`config.mk`:
```
export PLATFORM = sky130hd
export DESIGN_NAME = dce_comparator_control
export DESIGN_NICKNAME = d
export VERILOG_FILES = /design/src/dce_pkg.sv /design/src/dce_comparator_control.sv /design/src/dce_edge_detect.sv
export VERILOG_INCLUDE_DIRS = /design/src
export SDC_FILE = /design/constraint.sdc
export NUM_CORES = 1
export LEC_CHECK = 0
export ABC_AREA = 1
export BUFFER_PORTS_ARGS = -buffer_cell sky130_fd_sc_hd__buf_2
export CAP_MARGIN = 20
export CORE_MARGIN = 1.5
export CORE_UTILIZATION = 55
export DETAILED_ROUTE_END_ITERATION = 16
export HOLD_SLACK_MARGIN = 0.1
export PLACE_DENSITY = 0.82
export SYNTH_ARGS = -nofsm -noshare
export SYNTH_HDL_FRONTEND = slang
export SYNTH_SLANG_ARGS = --single-unit
```
`constraint.sdc`:
```
create_clock -name clock -period 8.8 [get_ports clock]
set_clock_uncertainty 0.1 [all_clocks]
set_input_delay 1.76 -clock clock [delete_from_list [all_inputs] [get_ports clock]]
set_output_delay 1.76 -clock clock [all_outputs]
set_load 0.005 [all_outputs]
```
`src/dce_defines.svh`:
```
// Register indices, field positions, reset values and bus codes of the comparator event control
`ifndef DCE_DEFINES_SVH
`define DCE_DEFINES_SVH

// ----------------------------------------
// Register indices (byte address = 4 * index)
// ----------------------------------------
`define DCE_IDX_FIRST_CTRL   3'h0
`define DCE_IDX_SECOND_CTRL  3'h1
`define DCE_IDX_ROUTE_CTRL   3'h2
`define DCE_IDX_TRIG_A       3'h3
`define DCE_IDX_TRIG_B       3'h4
`define DCE_IDX_SWITCH       3'h5
`define DCE_IDX_POLARITY     3'h6
`define DCE_IDX_LAST         3'h6

// ----------------------------------------
// Field positions of the two comparator control registers
// ----------------------------------------
`define DCE_IRQ_EN_BIT       5
`define DCE_FLAG_BIT         4
`define DCE_LEVEL_BIT        3
`define DCE_STE_BIT          2
`define DCE_SPEED_BIT        2
`define DCE_EDGE_MSB         1
`define DCE_EDGE_LSB         0

// ----------------------------------------
// Field positions of the routing control register and the trigger registers
// ----------------------------------------
`define DCE_ROUTE_MSB        7
`define DCE_ROUTE_LSB        6
`define DCE_INSEL_MSB        5
`define DCE_INSEL_LSB        3
`define DCE_REFCON_BIT       2
`define DCE_WINDOW_BIT       1
`define DCE_REFOUT_BIT       0
`define DCE_TRIG_MSB         5

// ----------------------------------------
// Edge and route codes
// ----------------------------------------
`define DCE_EDGE_OFF         2'h0
`define DCE_EDGE_FALL        2'h1
`define DCE_EDGE_RISE        2'h2
`define DCE_EDGE_BOTH        2'h3
`define DCE_ROUTE_CAP_FIRST  2'h0
`define DCE_ROUTE_CAP_SECOND 2'h1
`define DCE_ROUTE_BREAK      2'h2
`define DCE_ROUTE_REFCLR     2'h3

// ----------------------------------------
// Reset values and bus answers
// ----------------------------------------
`define DCE_ROUTE_RESET      8'hC0
`define DCE_SWITCH_COUNT     15
`define DCE_RESP_OKAY        2'h0
`define DCE_RESP_SLVERR      2'h2

`endif

```
`src/dce_pkg.sv`:
```
// Types shared by the comparator event control modules
package dce_pkg;

	// Write channel sequencing
	typedef enum logic [0:0] {WR_COLLECT, WR_RESPOND} dce_wr_state_t;

	// Read channel sequencing
	typedef enum logic [0:0] {RD_IDLE, RD_RESPOND} dce_rd_state_t;

	// State of one comparator edge detector
	typedef struct packed {
		logic meta;  // First synchroniser stage
		logic sync;  // Second synchroniser stage
		logic level; // Polarity-corrected level
		logic last;  // Level one cycle earlier
	} dce_edge_t;

	// Whole state of the control block
	typedef struct packed {
		dce_wr_state_t wrState;
		dce_rd_state_t rdState;
		logic          awReady;
		logic          wReady;
		logic [2:0]    awIdx;
		logic          awOk;
		logic [31:0]   wData;
		logic [3:0]    wStrb;
		logic          bValid;
		logic [1:0]    bResp;
		logic          arReady;
		logic          rValid;
		logic [31:0]   rData;
		logic [1:0]    rResp;
		logic          firstIrqEnable;
		logic          firstEventFlag;
		logic          schmittEnable;
		logic [1:0]    firstEdgeSelect;
		logic          secondIrqEnable;
		logic          secondEventFlag;
		logic          secondSpeedFast;
		logic [1:0]    secondEdgeSelect;
		logic [1:0]    outputRouteSelect;
		logic [2:0]    invertingInputSelect;
		logic          referenceConnect;
		logic          windowEnable;
		logic          referenceOutEnable;
		logic [5:0]    inputTrigOff;
		logic [5:0]    outputTrigOff;
		logic [14:0]   analogSwitchSet;
		logic [1:0]    polarity;
		logic [2:0]    pinMeta;
		logic [2:0]    pinSync;
		logic          irqRequest;
		logic          wakeFromWait;
		logic          wakeFromHalt;
		logic [14:0]   analogSwitch;
		logic          firstCaptureTwo;
		logic          secondCaptureTwo;
		logic          timerBreakInput;
		logic          referenceClearInput;
	} dce_ctrl_t;

endpackage

```
`src/dce_comparator_control.sv`:
```
// Register file, event flags and wake logic of the two comparators, and output routing of the second comparator
//
// Overview of operation
// - Comparators work in every low-power state; wake in all but halt with reference stopped
// - Request raised only when flag and enable set
// - No halt wake while reference stopped
// - ADC owns switches, at most one closed
// - Input selection writable after comparator enabled
// - Second output routable to four timer inputs
// - Second threshold selectable among eight codes
// - Fixed comparator input reached by switch bank
// - Polarity setting chooses output edge direction
// - Second comparator has speed setting
// - Edge field: off, fall, rise, both
// - Flag set on edge, cleared writing zero
// - Route field codes; pin path disconnected
// - Inverting input field has eight codes
`timescale 1ns/1ns
`include "dce_defines.svh"

module dce_comparator_control #(
	parameter int ADDR_WIDTH = 8 // AXI address width
) (
	input  wire logic                  clock,
	input  wire logic                  sys_rst,
	// AXI4-Lite slave
	input  wire logic [ADDR_WIDTH-1:0] awaddr,
	input  wire logic                  awvalid,
	output logic                       awready,
	input  wire logic [31:0]           wdata,
	input  wire logic [3:0]            wstrb,
	input  wire logic                  wvalid,
	output logic                       wready,
	output logic [1:0]                 bresp,
	output logic                       bvalid,
	input  wire logic                  bready,
	input  wire logic [ADDR_WIDTH-1:0] araddr,
	input  wire logic                  arvalid,
	output logic                       arready,
	output logic [31:0]                rdata,
	output logic [1:0]                 rresp,
	output logic                       rvalid,
	input  wire logic                  rready,
	// Analog side
	input  wire logic                  firstCompRaw,         // Fixed comparator output
	input  wire logic                  secondCompRaw,        // Selectable comparator output
	input  wire logic                  ultraLowPower,        // Reference stopped in halt
	input  wire logic                  adcEnable,            // ADC owns the switches
	input  wire logic [3:0]            adcChannel,           // Switch the ADC closes
	input  wire logic                  pinCaptureFirst,      // Pin path to first capture 2
	input  wire logic                  pinCaptureSecond,     // Pin path to second capture 2
	input  wire logic                  pinBreak,             // Pin path to break input
	output logic                       irqRequest,           // Comparator interrupt
	output logic                       wakeFromWait,         // Exit wait states
	output logic                       wakeFromHalt,         // Exit halt states
	output logic                       referenceConnect,     // Reference to first inverting
	output logic                       windowEnable,         // Window mode
	output logic                       referenceOutEnable,   // Reference onto pins
	output logic                       schmittEnable,        // Pin Schmitt triggers
	output logic                       secondSpeedFast,      // Second comparator speed
	output logic [2:0]                 invertingInputSelect, // Second threshold mux
	output logic [5:0]                 inputTrigOff,         // Input pin trigger disables
	output logic [5:0]                 outputTrigOff,        // Output pin trigger disables
	output logic [14:0]                analogSwitch,         // Routing switches
	output logic                       firstCaptureTwo,      // First timer capture 2
	output logic                       secondCaptureTwo,     // Second timer capture 2
	output logic                       timerBreakInput,      // Advanced timer break
	output logic                       referenceClearInput   // Advanced timer ref clear
);

	// ----------------------------------------
	// Helpers
	// ----------------------------------------
	// Register index from a byte address
	function automatic logic [2:0] regIndex(input logic [ADDR_WIDTH-1:0] addr);
		return addr[4:2];
	endfunction
	// Address falls on a mapped register
	function automatic logic isMapped(input logic [ADDR_WIDTH-1:0] addr);
		return (addr >> 5) == '0 && addr[4:2] <= `DCE_IDX_LAST;
	endfunction

	// Reset image of the whole state
	function automatic dce_pkg::dce_ctrl_t resetState();
		dce_pkg::dce_ctrl_t r;
		r                   = '0;
		r.awReady           = 1'b1;
		r.wReady            = 1'b1;
		r.arReady           = 1'b1;
		r.outputRouteSelect = 2'(`DCE_ROUTE_RESET >> `DCE_ROUTE_LSB); // Route field of the reset image
		return r;
	endfunction
	localparam dce_pkg::dce_ctrl_t RESET_STATE = resetState();
	dce_pkg::dce_ctrl_t s;       // Current state
	dce_pkg::dce_ctrl_t next_s;  // Next state
	logic               firstLevel;   // Synchronised fixed comparator level
	logic               secondLevel;  // Synchronised selectable comparator level
	logic               firstEvent;   // Selected edge on fixed comparator
	logic               secondEvent;  // Selected edge on selectable comparator
	logic               doWrite;      // Register write happens this cycle
	logic               clearFirst;   // Write of zero to the first flag
	logic               clearSecond;  // Write of zero to the second flag
	// ----------------------------------------
	// Comparator edge detectors
	// ----------------------------------------
	dce_edge_detect firstEdge (
		.clock      (clock),
		.sys_rst    (sys_rst),
		.rawLevel   (firstCompRaw),
		.invert     (s.polarity[0]),
		.edgeSelect (s.firstEdgeSelect),
		.level      (firstLevel),
		.edgeEvent  (firstEvent)
	);
	dce_edge_detect secondEdge (
		.clock      (clock),
		.sys_rst    (sys_rst),
		.rawLevel   (secondCompRaw),
		.invert     (s.polarity[1]),
		.edgeSelect (s.secondEdgeSelect),
		.level      (secondLevel),
		.edgeEvent  (secondEvent)
	);
	// Register read image
	function automatic logic [31:0] readWord(input dce_pkg::dce_ctrl_t st, input logic [2:0] idx,
			input logic lvl1, input logic lvl2);
		logic [31:0] w;
		w = '0;
		unique case (idx)
			`DCE_IDX_FIRST_CTRL: begin
				w[`DCE_IRQ_EN_BIT]              = st.firstIrqEnable;
				w[`DCE_FLAG_BIT]                = st.firstEventFlag;
				w[`DCE_LEVEL_BIT]               = lvl1;
				w[`DCE_STE_BIT]                 = st.schmittEnable;
				w[`DCE_EDGE_MSB:`DCE_EDGE_LSB]  = st.firstEdgeSelect;
			end
			`DCE_IDX_SECOND_CTRL: begin
				w[`DCE_IRQ_EN_BIT]              = st.secondIrqEnable;
				w[`DCE_FLAG_BIT]                = st.secondEventFlag;
				w[`DCE_LEVEL_BIT]               = lvl2;
				w[`DCE_SPEED_BIT]               = st.secondSpeedFast;
				w[`DCE_EDGE_MSB:`DCE_EDGE_LSB]  = st.secondEdgeSelect;
			end
			`DCE_IDX_ROUTE_CTRL: begin
				w[`DCE_ROUTE_MSB:`DCE_ROUTE_LSB] = st.outputRouteSelect;
				w[`DCE_INSEL_MSB:`DCE_INSEL_LSB] = st.invertingInputSelect;
				w[`DCE_REFCON_BIT]               = st.referenceConnect;
				w[`DCE_WINDOW_BIT]               = st.windowEnable;
				w[`DCE_REFOUT_BIT]               = st.referenceOutEnable;
			end
			`DCE_IDX_TRIG_A:   w[`DCE_TRIG_MSB:0] = st.inputTrigOff;
			`DCE_IDX_TRIG_B:   w[`DCE_TRIG_MSB:0] = st.outputTrigOff;
			`DCE_IDX_SWITCH:   w[`DCE_SWITCH_COUNT-1:0] = st.analogSwitchSet;
			`DCE_IDX_POLARITY: w[1:0] = st.polarity;
			default:           w = '0;
		endcase
		return w;
	endfunction

	// ----------------------------------------
	// Flag clear decode
	// ----------------------------------------
	// A write of zero to a flag clears it; a write of one leaves it
	assign doWrite     = s.wrState == dce_pkg::WR_COLLECT && !s.awReady && !s.wReady && s.awOk;
	assign clearFirst  = doWrite && s.awIdx == `DCE_IDX_FIRST_CTRL && s.wStrb[0]
		&& !s.wData[`DCE_FLAG_BIT];
	assign clearSecond = doWrite && s.awIdx == `DCE_IDX_SECOND_CTRL && s.wStrb[0]
		&& !s.wData[`DCE_FLAG_BIT];

	// ----------------------------------------
	// Next state
	// ----------------------------------------
	always_comb begin
		next_s = s;
		// Write channel: take address and data in either order, then answer
		unique case (s.wrState)
			dce_pkg::WR_COLLECT: begin
				if (awvalid && s.awReady) begin
					next_s.awReady = 1'b0;
					next_s.awIdx   = regIndex(awaddr);
					next_s.awOk    = isMapped(awaddr);
				end
				if (wvalid && s.wReady) begin
					next_s.wReady = 1'b0;
					next_s.wData  = wdata;
					next_s.wStrb  = wstrb;
				end
				if (!s.awReady && !s.wReady) begin
					next_s.bValid  = 1'b1;
					next_s.bResp   = s.awOk ? `DCE_RESP_OKAY : `DCE_RESP_SLVERR;
					next_s.wrState = dce_pkg::WR_RESPOND;
				end
			end
			dce_pkg::WR_RESPOND: begin
				if (bready) begin
					next_s.bValid  = 1'b0;
					next_s.awReady = 1'b1;
					next_s.wReady  = 1'b1;
					next_s.wrState = dce_pkg::WR_COLLECT;
				end
			end
		endcase

		// Register updates; every field stays writable while comparators run
		if (doWrite && s.wStrb[0]) begin
			unique case (s.awIdx)
				`DCE_IDX_FIRST_CTRL: begin
					next_s.firstIrqEnable  = s.wData[`DCE_IRQ_EN_BIT];
					next_s.schmittEnable   = s.wData[`DCE_STE_BIT];
					next_s.firstEdgeSelect = s.wData[`DCE_EDGE_MSB:`DCE_EDGE_LSB];
				end
				`DCE_IDX_SECOND_CTRL: begin
					next_s.secondIrqEnable  = s.wData[`DCE_IRQ_EN_BIT];
					next_s.secondSpeedFast  = s.wData[`DCE_SPEED_BIT];
					next_s.secondEdgeSelect = s.wData[`DCE_EDGE_MSB:`DCE_EDGE_LSB];
				end
				`DCE_IDX_ROUTE_CTRL: begin
					next_s.outputRouteSelect    = s.wData[`DCE_ROUTE_MSB:`DCE_ROUTE_LSB];
					next_s.invertingInputSelect = s.wData[`DCE_INSEL_MSB:`DCE_INSEL_LSB];
					next_s.referenceConnect     = s.wData[`DCE_REFCON_BIT];
					next_s.windowEnable         = s.wData[`DCE_WINDOW_BIT];
					next_s.referenceOutEnable   = s.wData[`DCE_REFOUT_BIT];
				end
				`DCE_IDX_TRIG_A:   next_s.inputTrigOff  = s.wData[`DCE_TRIG_MSB:0];
				`DCE_IDX_TRIG_B:   next_s.outputTrigOff = s.wData[`DCE_TRIG_MSB:0];
				`DCE_IDX_SWITCH:   next_s.analogSwitchSet[7:0] = s.wData[7:0];
				`DCE_IDX_POLARITY: next_s.polarity = s.wData[1:0];
				default: ;
			endcase
		end
		if (doWrite && s.wStrb[1] && s.awIdx == `DCE_IDX_SWITCH) begin
			next_s.analogSwitchSet[14:8] = s.wData[14:8];
		end
		// Sticky flags: an edge in the clearing cycle still sets the flag
		next_s.firstEventFlag  = (s.firstEventFlag & ~clearFirst) | firstEvent;
		next_s.secondEventFlag = (s.secondEventFlag & ~clearSecond) | secondEvent;
		// Read channel: one answer per address taken
		unique case (s.rdState)
			dce_pkg::RD_IDLE: begin
				if (arvalid && s.arReady) begin
					next_s.arReady = 1'b0;
					next_s.rValid  = 1'b1;
					next_s.rData   = isMapped(araddr)
						? readWord(s, regIndex(araddr), firstLevel, secondLevel) : '0;
					next_s.rResp   = isMapped(araddr) ? `DCE_RESP_OKAY : `DCE_RESP_SLVERR;
					next_s.rdState = dce_pkg::RD_RESPOND;
				end
			end
			dce_pkg::RD_RESPOND: begin
				if (rready) begin
					next_s.rValid  = 1'b0;
					next_s.arReady = 1'b1;
					next_s.rdState = dce_pkg::RD_IDLE;
				end
			end
		endcase

		// Interrupt and wake; no gating by power state, only by the reference
		next_s.irqRequest   = (s.firstEventFlag & s.firstIrqEnable)
			| (s.secondEventFlag & s.secondIrqEnable);
		next_s.wakeFromWait = next_s.irqRequest;
		next_s.wakeFromHalt = next_s.irqRequest & ~ultraLowPower;
		// ADC takes the switches over with at most one closed switch, none for a channel of 15
		if (adcEnable) begin
			next_s.analogSwitch = (adcChannel < 4'(`DCE_SWITCH_COUNT))
				? 15'h0001 << adcChannel : 15'h0000;
		end else begin
			next_s.analogSwitch = s.analogSwitchSet;
		end

		// Timer pin paths synchronised before use
		next_s.pinMeta = {pinBreak, pinCaptureSecond, pinCaptureFirst};
		next_s.pinSync = s.pinMeta;

		// Route the second comparator; the chosen pin path is disconnected
		next_s.firstCaptureTwo     = (s.outputRouteSelect == `DCE_ROUTE_CAP_FIRST)
			? secondLevel : s.pinSync[0];
		next_s.secondCaptureTwo    = (s.outputRouteSelect == `DCE_ROUTE_CAP_SECOND)
			? secondLevel : s.pinSync[1];
		next_s.timerBreakInput     = (s.outputRouteSelect == `DCE_ROUTE_BREAK)
			? secondLevel : s.pinSync[2];
		next_s.referenceClearInput = (s.outputRouteSelect == `DCE_ROUTE_REFCLR)
			& secondLevel;
	end

	// State register
	always_ff @(posedge clock or posedge sys_rst) begin
		if (sys_rst) begin
			s <= RESET_STATE;
		end else begin
			s <= next_s;
		end
	end

	// ----------------------------------------
	// Outputs
	// ----------------------------------------
	always_comb begin
		awready              = s.awReady;
		wready               = s.wReady;
		bvalid               = s.bValid;
		bresp                = s.bResp;
		arready              = s.arReady;
		rvalid               = s.rValid;
		rdata                = s.rData;
		rresp                = s.rResp;
		irqRequest           = s.irqRequest;
		wakeFromWait         = s.wakeFromWait;
		wakeFromHalt         = s.wakeFromHalt;
		referenceConnect     = s.referenceConnect;
		windowEnable         = s.windowEnable;
		referenceOutEnable   = s.referenceOutEnable;
		schmittEnable        = s.schmittEnable;
		secondSpeedFast      = s.secondSpeedFast;
		invertingInputSelect = s.invertingInputSelect;
		inputTrigOff         = s.inputTrigOff;
		outputTrigOff        = s.outputTrigOff;
		analogSwitch         = s.analogSwitch;
		firstCaptureTwo      = s.firstCaptureTwo;
		secondCaptureTwo     = s.secondCaptureTwo;
		timerBreakInput      = s.timerBreakInput;
		referenceClearInput  = s.referenceClearInput;
	end
endmodule

```
`src/dce_edge_detect.sv`:
```
// Synchroniser, polarity and edge detector for one comparator output
`timescale 1ns/1ns
`include "dce_defines.svh"

module dce_edge_detect (
	input  wire logic       clock,
	input  wire logic       sys_rst,
	input  wire logic       rawLevel,   // Asynchronous comparator output
	input  wire logic       invert,     // Polarity of the zero crossing
	input  wire logic [1:0] edgeSelect, // Edge field of the comparator
	output logic            level,      // Synchronised, polarity-corrected level
	output logic            edgeEvent   // One-cycle pulse on the selected edge
);

	dce_pkg::dce_edge_t s;      // Current state
	dce_pkg::dce_edge_t next_s; // Next state

	// ----------------------------------------
	// Next state
	// ----------------------------------------
	// Two flops before use, then polarity, then one-cycle history
	always_comb begin
		next_s       = s;
		next_s.meta  = rawLevel;
		next_s.sync  = s.meta;
		next_s.level = s.sync ^ invert;
		next_s.last  = s.level;
	end

	// State register
	always_ff @(posedge clock or posedge sys_rst) begin
		if (sys_rst) begin
			s <= '0;
		end else begin
			s <= next_s;
		end
	end

	// ----------------------------------------
	// Edge decode
	// ----------------------------------------
	// Rising and falling seen against the last level, gated by the edge field
	always_comb begin
		level = s.level;
		unique case (edgeSelect)
			`DCE_EDGE_FALL: edgeEvent = s.last & ~s.level;
			`DCE_EDGE_RISE: edgeEvent = s.level & ~s.last;
			`DCE_EDGE_BOTH: edgeEvent = s.level ^ s.last;
			default:        edgeEvent = 1'b0;
		endcase
	end
endmodule

```
==> results of run 1 <==
## where the power goes
group | internal, mW | switching, mW | total, mW
sequential | 0.772 | 0.135 | 0.907
clock | 0.439 | 0.244 | 0.683
combinational | 0.185 | 0.321 | 0.506
total | 1.40 | 0.700 | 2.10
## metrics by stage
| step | hold WS (ns) | cells | instance area [sq um] | utilization, % |
|---|---|---|---|---|
| finish | 0.2487 | 861 | 6724 | 64.55 |
| global route | 0.2512 | 861 | 6724 | 64.55 |
| CTS | 0.2499 | 860 | 6709 | 64.41 |
| detailed placement | 0.2363 | 828 | 6116 | 58.71 |
| global placement | 0.2349 | 828 | 6116 | 58.71 |
| floorplan | 0.2312 | 671 | 6047 | - |
## registers in the layout, indices dropped and copies added, names as in the netlist, 2 cells and up
register              flops
s                        53
inputTrigOff              6
outputTrigOff             6
rdata                    15
secondEdge.s              2
invertingInputSelect      3
next_s                    3
analogSwitch             15
firstEdge.s               2
## synthesized netlist by cell type (all sizes together)
library cell	count	area, sq um
dfstp	5	131.4
o22ai	18	112.6
o221ai	1	8.760
xor2	2	17.52
inv	78	292.8
o211ai	1	7.510
nor2	47	207.7
and2	1	8.760
nand3	45	247.7
clkbuf	4	15.01
mux2	1	11.26
ha	4	50.05
a21oi	20	100.1
buf	86	646.9
o21ai	55	350.3
nand4	22	152.7
and3	1	6.260
nand2	132	508.0
conb	1	3.750
a31oi	2	12.51
nor3	4	31.28
clkinv	1	3.750
dfrtp	122	3053
## final timing paths
| check | slack (ns) | to | cells after the start |
|---|---|---|---|
| setup / recovery | 5.76 | awready | 1 |
| hold / removal | 0.25 | firstEdge.s[2] | 0 |
| setup reg to reg | 6.78 | rdata[5] | 5 |
| hold reg to reg | 0.25 | firstEdge.s[2] | 0 |
| max in group asynchronous | 6.02 | next_s[23] | 3 |
| min in group asynchronous | 1.22 | bresp[1] | 2 |
## metal layers
metal  vias to the layer above  part of all wire [%]
met3                        19                   7.3
li1                       2143                     -
met1                      2071                    43
met4                         0                   1.3
met2                       200                    48
met5                         -                     0
## cell families after synthesis
group	count (synthesis)
muxes	1
buffers and inverters	169
adders and majority gates	4
AOI/OAI and AO/OA	97
and+or+nand+nor	252
xor gates and xnor gates	2
other	1
DFF	127
## cell type report
class	count	area share [%]
Clock buffer	23	7.239
Clock inverter	9	1.582
Inverter	79	4.447
Multi-Input combinational cell	375	28.32
Sequential cell	127	47.36
Tap cell	136	2.531
Timing Repair Buffer	112	8.523
==> metrics.md, run 1 <==
| Metric | Value |
|---|---|
| Status | complete, no violations |
| Grt peak-use layer | met2 |
| Mapped Area | 5979 sq um |
| Initial Util | 57.41% |
| Largest family of logic cells by synthesized area | simple AND/OR/NAND/NOR gates |
| Hold Path Origin | firstEdge.next_s[2] |
| Post-route DRC | 0 |
| GP Congestion | 0.9130 |
| Commonest cells after routing, fill and taps aside | nand2_1, dfrtp_1, buf_2 |
| Fin nets | 786 |
| Final TNS setup | 0 ns |
| Met3 Usage GRT | 4.843% |
| Crit path cell chain | buf_2 |
| Max Clk Rate | 328.9 MHz |
| Die Y | 107.3 um |
| Worst Tran Pin Value | 0.9189 ns |
| CP bufs+invs | 1 |
| CP Launch Type | flip-flop |
| Worst Hold Class | reg2reg |
| Critical path endpoint category | output port |
| Drt pass-1 iters | 5 |
| Dpl hpwl | 9165 um |
| Fillers | 883 |
| Synth Area per Inst | 9.157 sq um |
| Final Hold Fails | 0 |
| Yosys warning total | 0 |
| Area Overhead vs Synth | 12.45% |
| Iteration-0 DRC Markers | 411 |
| Clk Latency, worst-skew pair | 0.52 ns |
| Worst vdd ir | 0.1610 mV |
| Multi-input gate area | 1904 sq um |
| DR vias | 4433 |
| Setup Buffers After CTS | 0 |
| RSZ-0062 raised after global routing | false |
| GRT met1 Usage | 31.13% |
| Final setup margin | 5.759 ns |
| Clock slew at reported path FFs | 0.06 ns |
| Register Area | 3184 sq um |
| First-pass GRT wire length | 20790 um |
| Final slew viol count | 0 |
| All-Layer GR Usage | 23.81% |
| Adder-Cell Fraction of Synth Area | 0.8370% |
| Post_cts resized | 0 |
| Worst Path Arrival | 1.18 ns |
| Diodes inserted | 0 |
| CTS Hold Bufs | 0 |
| Met2 Usage GRT | 38.85% |
| Clk root buf | clkbuf_8 |
| Post-synthesis simple-gate area fraction | 19.44% |
| Distinct cell type count after synthesis | 36 |
| Setup CP Type | reg2out |
| Total Wirelength | 12640 um |
| Top-level I/O count | 153 |
| CTS sink cnt | 127 |
| Avg WL per Cell | 14.68 um |
| Remaining Overflow, GRT | 0 |
| Max Root-Sink Buffers | 2 |
| Period minus WS final | 3.041 ns |
| Synth Instances | 653 |
| CP max stage delay | 0.55 ns |
| WP data required | 6.94 ns |
| Power Dens Cells | 311.8 nW/um^2 |
| TritonCTS buffer count | 17 |
| Mux cell area share after synthesis | 0.1883% |
| Largest net degree at the start of global routing | 79 |
| Maxcap violations | 0 |
| Final setup violation count | 0 |
| Synth Register Bits | 127 |
| Delay-heaviest family, CP | flip-flops |
| P_leak | 3.594 nW |
| CTS tree | done |
| # rows | 37 |
| Post-Synth XOR/XNOR Area | 0.2929% |
| Worst Setup SP | awready |
| Most common cell after layout, fill and taps aside | nand2_1 |
| Overall Power | 2.096 mW |
| Synthesized-area fraction occupied by ao, oa, aoi and oai cells | 9.897% |
| Core Box Area | 10420 sq um |
| Seq/Total Area, Yosys | 53.25% |
| Layout cells sized above 1 | 25.52% |
| Fin crit share | 34.55% |
| Initial antenna violation count | 0 |
| Vias per inst | 5.149 |
| Antenna-violating nets left | 0 |
| Slowest cell on crit path | dfstp_2 |
| Chip Width | 107.3 um |
| Max-slew headroom | 38.74% |
| Number of global-route vias before repair | 4326 |
| DP Worst Slack | 5.361 ns |
| Port bufs | 110 |
| Crit path max fanout | 4 |
| Die ar. | 11510 sq um |
| Htree depth | 4 |
| Worst flop-to-flop path startpoint | arready |
(Power assumes the default switching activity.)
==> run 2, diff against run 1 <==
- ABC_AREA: 1 -> 0
- CORE_UTILIZATION: 55 -> 53
- PLACE_DENSITY: 0.82 -> 0.8
- clock period: 8.8 -> 2.8 ns (I/O delays scaled with it)
==> run 2 against run 1 <==
Worst setup slack lost 5.2 ns. Critical path depth grew 3. Cell area shrank 0.39%. Utilization shrank 0.25 points. Routed wire length shrank 5.0%. Hold slack lost 0.13 ns. Non-clock buffer count grew 9. Clock power grew to 3.2 times the previous value. Power grew to 2.8 times the previous value. First-iteration DRC count shrank 55%. Clock-buffer cell count shrank 6. Register-to-register slack lost 6.2 ns. Critical endpoint is now invertingInputSelect[2]. Highest routed layer unchanged.
==> metrics.md, run 2 <==
| Metric | Value |
|---|---|
| WHS | 0.1137 ns (-0.1350 ns) |
| GP Congestion | 0.8247 (-9.7%) |
| All-Layer GR Usage | 22.12% (-1.7 points) |
| First-pass GRT wire length | 19080 um (-8.2%) |
| TritonCTS buffer count | 17 (unchanged) |
| Iteration-0 DRC Markers | 184 (-55%) |
| # rows | 37 (unchanged) |
| FFs w/ async S/R, synth | 100.0% (unchanged) |
| RSZ-0062 raised after global routing | false |
| Mux cell area share after synthesis | 16.11% (+16 points) |
| Layout cells sized above 1 | 40.00% (+14 points) |
| Worst flop-to-flop path startpoint | s[157] |
| Crit path max fanout | 8 (+4) |
| Number of global-route vias before repair | 3780 (-13%) |
| Diodes inserted | 0 (unchanged) |
| Dpl hpwl | 8243 um (-10%) |
| Power Dens Cells | 887.8 nW/um^2 (+180%) |
| Top-level I/O count | 153 (unchanged) |
| Post-synth top area share | 53.06% (+2.0 points) |
| Setup Buffers After CTS | 0 (unchanged) |
| Largest register FFs | 53 (unchanged) |
| Critical path endpoint category | flip-flop |
| Largest net degree at the start of global routing | 128 (+62%) |
| Worst Path Arrival | 2.48 ns (+1.30 ns) |
| Worst vdd ir | 0.5081 mV (+220%) |
| Most common cell after layout, fill and taps aside | dfrtp_1 |
| Antenna-violating nets left | 0 (unchanged) |
| Clock slew at reported path FFs | 0.06 ns (about the same) |
| Max Clk Rate | 455.4 MHz |
| Most frequent cell after synthesis | dfrtp_1 |
| Initial antenna violation count | 0 (unchanged) |
| WP data required | 3.09 ns (-3.85 ns) |
| Post-synthesis simple-gate area fraction | 8.023% (-11 points) |
| Post-synth EDFFs | 0 (unchanged) |
| Final setup violation count | 0 (unchanged) |
| Drt pass-1 iters | 4 (-1) |
| CTS Hold Bufs | 7 (+7) |
| Worst Tran Pin Value | 0.6984 ns (-0.2206 ns) |
| Area Overhead vs Synth | 16.39% |
| Placed cell count | 667 (-19%) |
| Status | complete, no violations |
| Final slew viol count | 0 (unchanged) |
| Overall Power | 5.946 mW (+180%) |
| Final Hold Fails | 0 (unchanged) |
| Clk root buf | clkbuf_8 |
| Post_cts resized | 0 (unchanged) |
| Leading area contributor after synthesis | dfrtp_1 |
| Top cells by area, synth | dfrtp_1, mux2_2, buf_4 |
| Post-route DRC | 0 (unchanged) |
| Commonest cells after routing, fill and taps aside | dfrtp_1, buf_2, mux2_2 |
| Yosys warning total | 0 (unchanged) |
| Post-Synth XOR/XNOR Area | 0.3044% (+0.011 points) |
| Post-synth top cells | dfrtp_1, buf_4, mux2_2, o21ai_0 |
| P_leak | 3.329 nW (-7.4%) |
| Synth Instances | 479 (-27%) |
| Synth Register Bits | 127 (unchanged) |
| Synth Flop Type | dfrtp_1 |
| Reg2reg end | invertingInputSelect[2] |
| Distinct cell type count after synthesis | 46 (+28%) |
| CP Launch Type | flip-flop |
| CTS tree | done |
| Core Box Area | 10420 sq um (unchanged) |
| Max-slew headroom | 53.13% (+14 points) |
| R2R setup slack | 0.60 ns (-6.18 ns) |
| Worst Hold Class | in2async |
| Fin nets | 631 (-20%) |
| Synth Area per Inst | 12.01 sq um (+31%) |
| Max Root-Sink Buffers | 2 (unchanged) |
| Largest family of logic cells by synthesized area | multiplexers |
| Setup CP Type | reg2reg |
| Biggest register | s |
| Period minus WS final | 2.196 ns |
| DR vias | 3791 (-14%) |
| Clk Latency, worst-skew pair | 0.50 ns (-0.02 ns) |
| Die ar. | 11490 sq um (-0.13%) |
| CTS sink cnt | 127 (unchanged) |
| Non-filler instance count after layout | 706 (-18%) |
| Mapped Area | 5754 sq um (-3.8%) |
| Remaining Overflow, GRT | 0 (unchanged) |
| Port bufs | 110 (unchanged) |
| Chip Width | 107.2 um (about the same) |
| Total Wirelength | 12010 um (-5.0%) |
| Initial Util | 55.24% (-2.2 points) |
| Synthesized-area fraction occupied by ao, oa, aoi and oai cells | 7.654% (-2.2 points) |
| Reg2reg path depth | 4 (-1) |
| Vias per inst | 5.370 (+4.3%) |
| Avg WL per Cell | 17.01 um (+16%) |
| Fin crit share | 78.42% |
| Seq/Total Area, Yosys | 55.34% (+2.1 points) |
| Htree depth | 4 (unchanged) |
| Die Y | 107.2 um (about the same) |
| Final TNS setup | 0 ns (unchanged) |
| Maxcap violations | 0 (unchanged) |
| Adder-Cell Fraction of Synth Area | 0.8698% (+0.033 points) |
run 2: worst max-delay path by stage:
stage / slack (ns) / end / from / cells after the start
floorplan: 0.58 / analogSwitch[0] / sys_rst / 1
global placement: 0.69 / rdata[0] / araddr[2] / 5
detailed placement: 0.65 / rdata[2] / arvalid / 5
CTS: 0.64 / invertingInputSelect[1] / s[157] / 4
global route: 0.51 / referenceOutEnable / s[157] / 4
finish: 0.60 / invertingInputSelect[2] / s[157] / 4
run 2: routing by layer:
| metal | track usage, % | vias to the layer above | part of all wire [%] |
|---|---|---|---|
| met1 | 29.14 | 1900 | 44 |
| met4 | 7.238 | 0 | 1.8 |
| met2 | 35.49 | 140 | 48 |
| met3 | 6.140 | 16 | 6.1 |
| met5 | 0 | - | 0 |
| li1 | - | 1735 | - |
run 2: cell type report:
type / instances / area (sq um)
fillers: 812 / 3719
flip-flops and latches: 127 / 3184
multi-input cells: 261 / 1968
repair buffers: 121 / 663.1
clock buffers: 17 / 414.1
clock inverters: 15 / 185.2
well taps: 136 / 170.2
inverters: 29 / 112.6
run 2: critical path: stages, from the launching register on:
cell and delay, ns:
dfrtp_1 0.45, nor3_4 0.36, and4b_1 0.30, nand3b_1 0.42, mux2_2 0.44
run 2: metrics by stage:
stage | worst slack [ns] | util [%] | area, sq um
after floorplan | 0.5768 | - | 5826
after global placement | 0.6885 | 57.87 | 6028
after detailed placement | 0.6525 | 57.87 | 6028
after CTS | 0.6418 | 64.30 | 6698
after global routing | 0.5093 | 64.30 | 6698
final | 0.6042 | 64.30 | 6698
run 2: cell families (layout without fill, tap and decap cells):
| kind of cell | count (synthesis) | after routing |
|---|---|---|
| AND/OR/NAND/NOR | 86 | 86 |
| adder cells (fa/ha/maj) | 4 | 4 |
| multiplexers | 79 | 79 |
| AO/OA/AOI/OAI | 71 | 71 |
| buffers and inverters | 109 | 182 |
| other | 1 | 19 |
| flip-flops | 127 | 127 |
| XOR/XNOR | 2 | 2 |
run 2: where the power goes:
group	leakage, nW	switching [mW]	internal (mW)
logic	1.39	0.447	0.573
registers	1.66	0.444	2.28
clock network	0.289	0.836	1.37
total	3.33	1.73	4.22
==> run 3, diff against run 2 <==
- clock period: 2.8 -> 2.2 ns (I/O delays scaled with it)
==> run 3 against run 2 <==
Hold slack improved by 0.040 ns. Die area did not move. Worst setup slack got worse by 0.41 ns. Non-clock buffer count rose by 27. Critical endpoint is now outputTrigOff[2].
==> metrics.md, run 3 (synthesis results as in run 2) <==
| Metric | Value |
|---|---|
| Status | complete, no violations |
| DP Worst Slack | 0.2118 ns (-0.4406 ns) |
| Setup CP Type | reg2reg |
| DR vias | 3909 (+3.1%) |
| Finished Cell Area | 6913 sq um (+3.2%) |
| Largest register FFs | 53 (unchanged) |
| Remaining Overflow, GRT | 0 (unchanged) |
| Largest net degree at the start of global routing | 128 (unchanged) |
| Most common cell after layout, fill and taps aside | dfrtp_1 |
| Dpl hpwl | 8244 um (about the same) |
| CP bufs+invs | 0 (unchanged) |
| CTS sink cnt | 127 (unchanged) |
| Total Wirelength | 12230 um (+1.8%) |
| Antenna-violating nets left | 0 (unchanged) |
| Post-Place Cell Area | 6051 sq um (+0.37%) |
| Chip Width | 107.2 um (unchanged) |
| Max-slew headroom | 52.86% (-0.26 points) |
| Post_cts resized | 0 (unchanged) |
| Fin nets | 658 (+4.3%) |
| Drt pass-1 iters | 5 (+1) |
| Period minus WS final | 2.009 ns (-0.1871 ns) |
| Power Dens Cells | 1068 nW/um^2 (+20%) |
| Initial Util | 55.24% (unchanged) |
| Htree depth | 4 (unchanged) |
| RSZ-0062 raised after global routing | false |
| Clk Latency, worst-skew pair | 0.51 ns (about the same) |
| GP Congestion | 0.8431 (+2.2%) |
| Diodes inserted | 0 (unchanged) |
| Initial antenna violation count | 0 (unchanged) |
| WP data required | 2.48 ns (-0.61 ns) |
| Final Hold Fails | 0 (unchanged) |
| Number of global-route vias before repair | 3975 (+5.2%) |
| Maxcap violations | 0 (unchanged) |
| Clock slew at reported path FFs | 0.06 ns (about the same) |
| Max Clk Rate | 497.9 MHz (+9.3%) |
| Delay-heaviest family, CP | simple AND/OR/NAND/NOR gates |
| Final setup violation count | 0 (unchanged) |
| WHS | 0.1533 ns (+0.03955 ns) |
| Max Root-Sink Buffers | 2 (unchanged) |
| First-pass GRT wire length | 19910 um (+4.4%) |
| Slowest cell on crit path | or3_1 |
| Layout cells sized above 1 | 38.19% (-1.8 points) |
| Crit path cell chain | nor3_4 -> nand4_2 -> or3_1 -> mux2_4 |
| Final slew viol count | 0 (unchanged) |
| Port bufs | 110 (unchanged) |
| Avg WL per Cell | 16.68 um (-1.9%) |
| Clk root buf | clkbuf_8 |
| CP max stage delay | 0.53 ns (+0.08 ns) |
| Biggest register | s |
| Util after Layout | 66.37% (+2.1 points) |
| CP Launch Type | flip-flop |
| Die Y | 107.2 um (unchanged) |
| Commonest cells after routing, fill and taps aside | dfrtp_1, buf_2, mux2_2 |
| Worst Hold Class | in2reg |
| Crit path max fanout | 6 (-2) |
| Core Box Area | 10420 sq um (unchanged) |
| Iteration-0 DRC Markers | 201 (+9.2%) |
| Worst vdd ir | 0.7470 mV (+47%) |
| Final setup margin | 0.1914 ns (-0.4129 ns) |
| Worst Path Arrival | 2.29 ns (-0.19 ns) |
| TritonCTS buffer count | 17 (unchanged) |
| CTS tree | done |
| Critical path endpoint category | flip-flop |
| All-Layer GR Usage | 22.97% (+0.84 points) |
| Fin crit share | 91.30% (+13 points) |
| Die ar. | 11490 sq um (unchanged) |
| Worst Tran Pin Value | 0.7023 ns (+0.003890 ns) |
| P_leak | 3.419 nW (+2.7%) |
| Area Overhead vs Synth | 20.13% |
| Final TNS setup | 0 ns (unchanged) |
| # rows | 37 (unchanged) |
| Vias per inst | 5.333 (-0.69%) |
| Top-level I/O count | 153 (unchanged) |
| Post-route DRC | 0 (unchanged) |
==> run 3: cell count changes in the layout (fill, tap and decap cells not counted), sizes merged <==
cell         previous run  this run
buf                   114       117
clkinvlp                3         4
clkinv                  7         5
clkbuf                 17        23
inv                    31        28
dlygate4sd3             7        31
bufinv                  3         1
==> run 3: power breakdown <==
group	internal (mW)	total, mW	switching [mW]
Combinational	0.771	1.35	0.581
Sequential	2.90	3.47	0.566
Clock	1.58	2.56	0.979
Total	5.26	7.38	2.13
==> run 3: metrics by stage <==
| step | power, mW | cells |
|---|---|---|
| 6_report | 7.384 | 733 |
| 5_1_grt | 7.769 | 733 |
| 4_1_cts | 7.419 | 733 |
| 2_1_floorplan | 4.340 | 497 |
| 3_5_place_dp | 4.788 | 670 |
| 3_3_place_gp | 4.686 | 670 |
==> run 3: layout make-up <==
type                    instances  area [sq um]
repair buffers                148         925.9
flip-flops and latches        127          3184
inverters                      29         112.6
clock inverters                 9         85.08
multi-input cells             261          1968
fillers                       798          3503
clock buffers                  23         466.7
well taps                     136         170.2
==> run 3: final timing paths <==
kind	from	cells past startpoint	slack, ns	end
max in group asynchronous	sys_rst	4	0.95	s[130]
worst min-delay path	adcChannel[2]	3	0.15	analogSwitch[12]
min in group asynchronous	sys_rst	4	0.57	firstCaptureTwo
worst max register to register	s[157]	4	0.19	outputTrigOff[2]
worst max-delay path	s[157]	4	0.19	outputTrigOff[2]
worst min register to register	firstEdge.next_s[2]	0	0.25	firstEdge.s[2]
==> run 3: worst reg2reg max path: stages, from the launching register on <==
cell     delay [ns]
dfrtp_1        0.45
nor3_4         0.26
nand4_2        0.18
or3_1          0.53
mux2_4         0.37
==> run 3: repair_timing <==
item | in CTS | in global routing
hold buffers | 31 | 0
hold endpoints to repair | 153 | 0
buffers inserted | 0 | 0
==> run 3: layer usage <==
metal  routed length, um  up-vias  GRT usage [%]  share of wire (%)
met1                5214     1935          30.20                 43
met3                 823       20          5.471                6.7
met5                   0        -              0                  0
met4                 236        0          9.333                1.9
met2                5954      165          36.67                 49
li1                    -     1789              -                  -
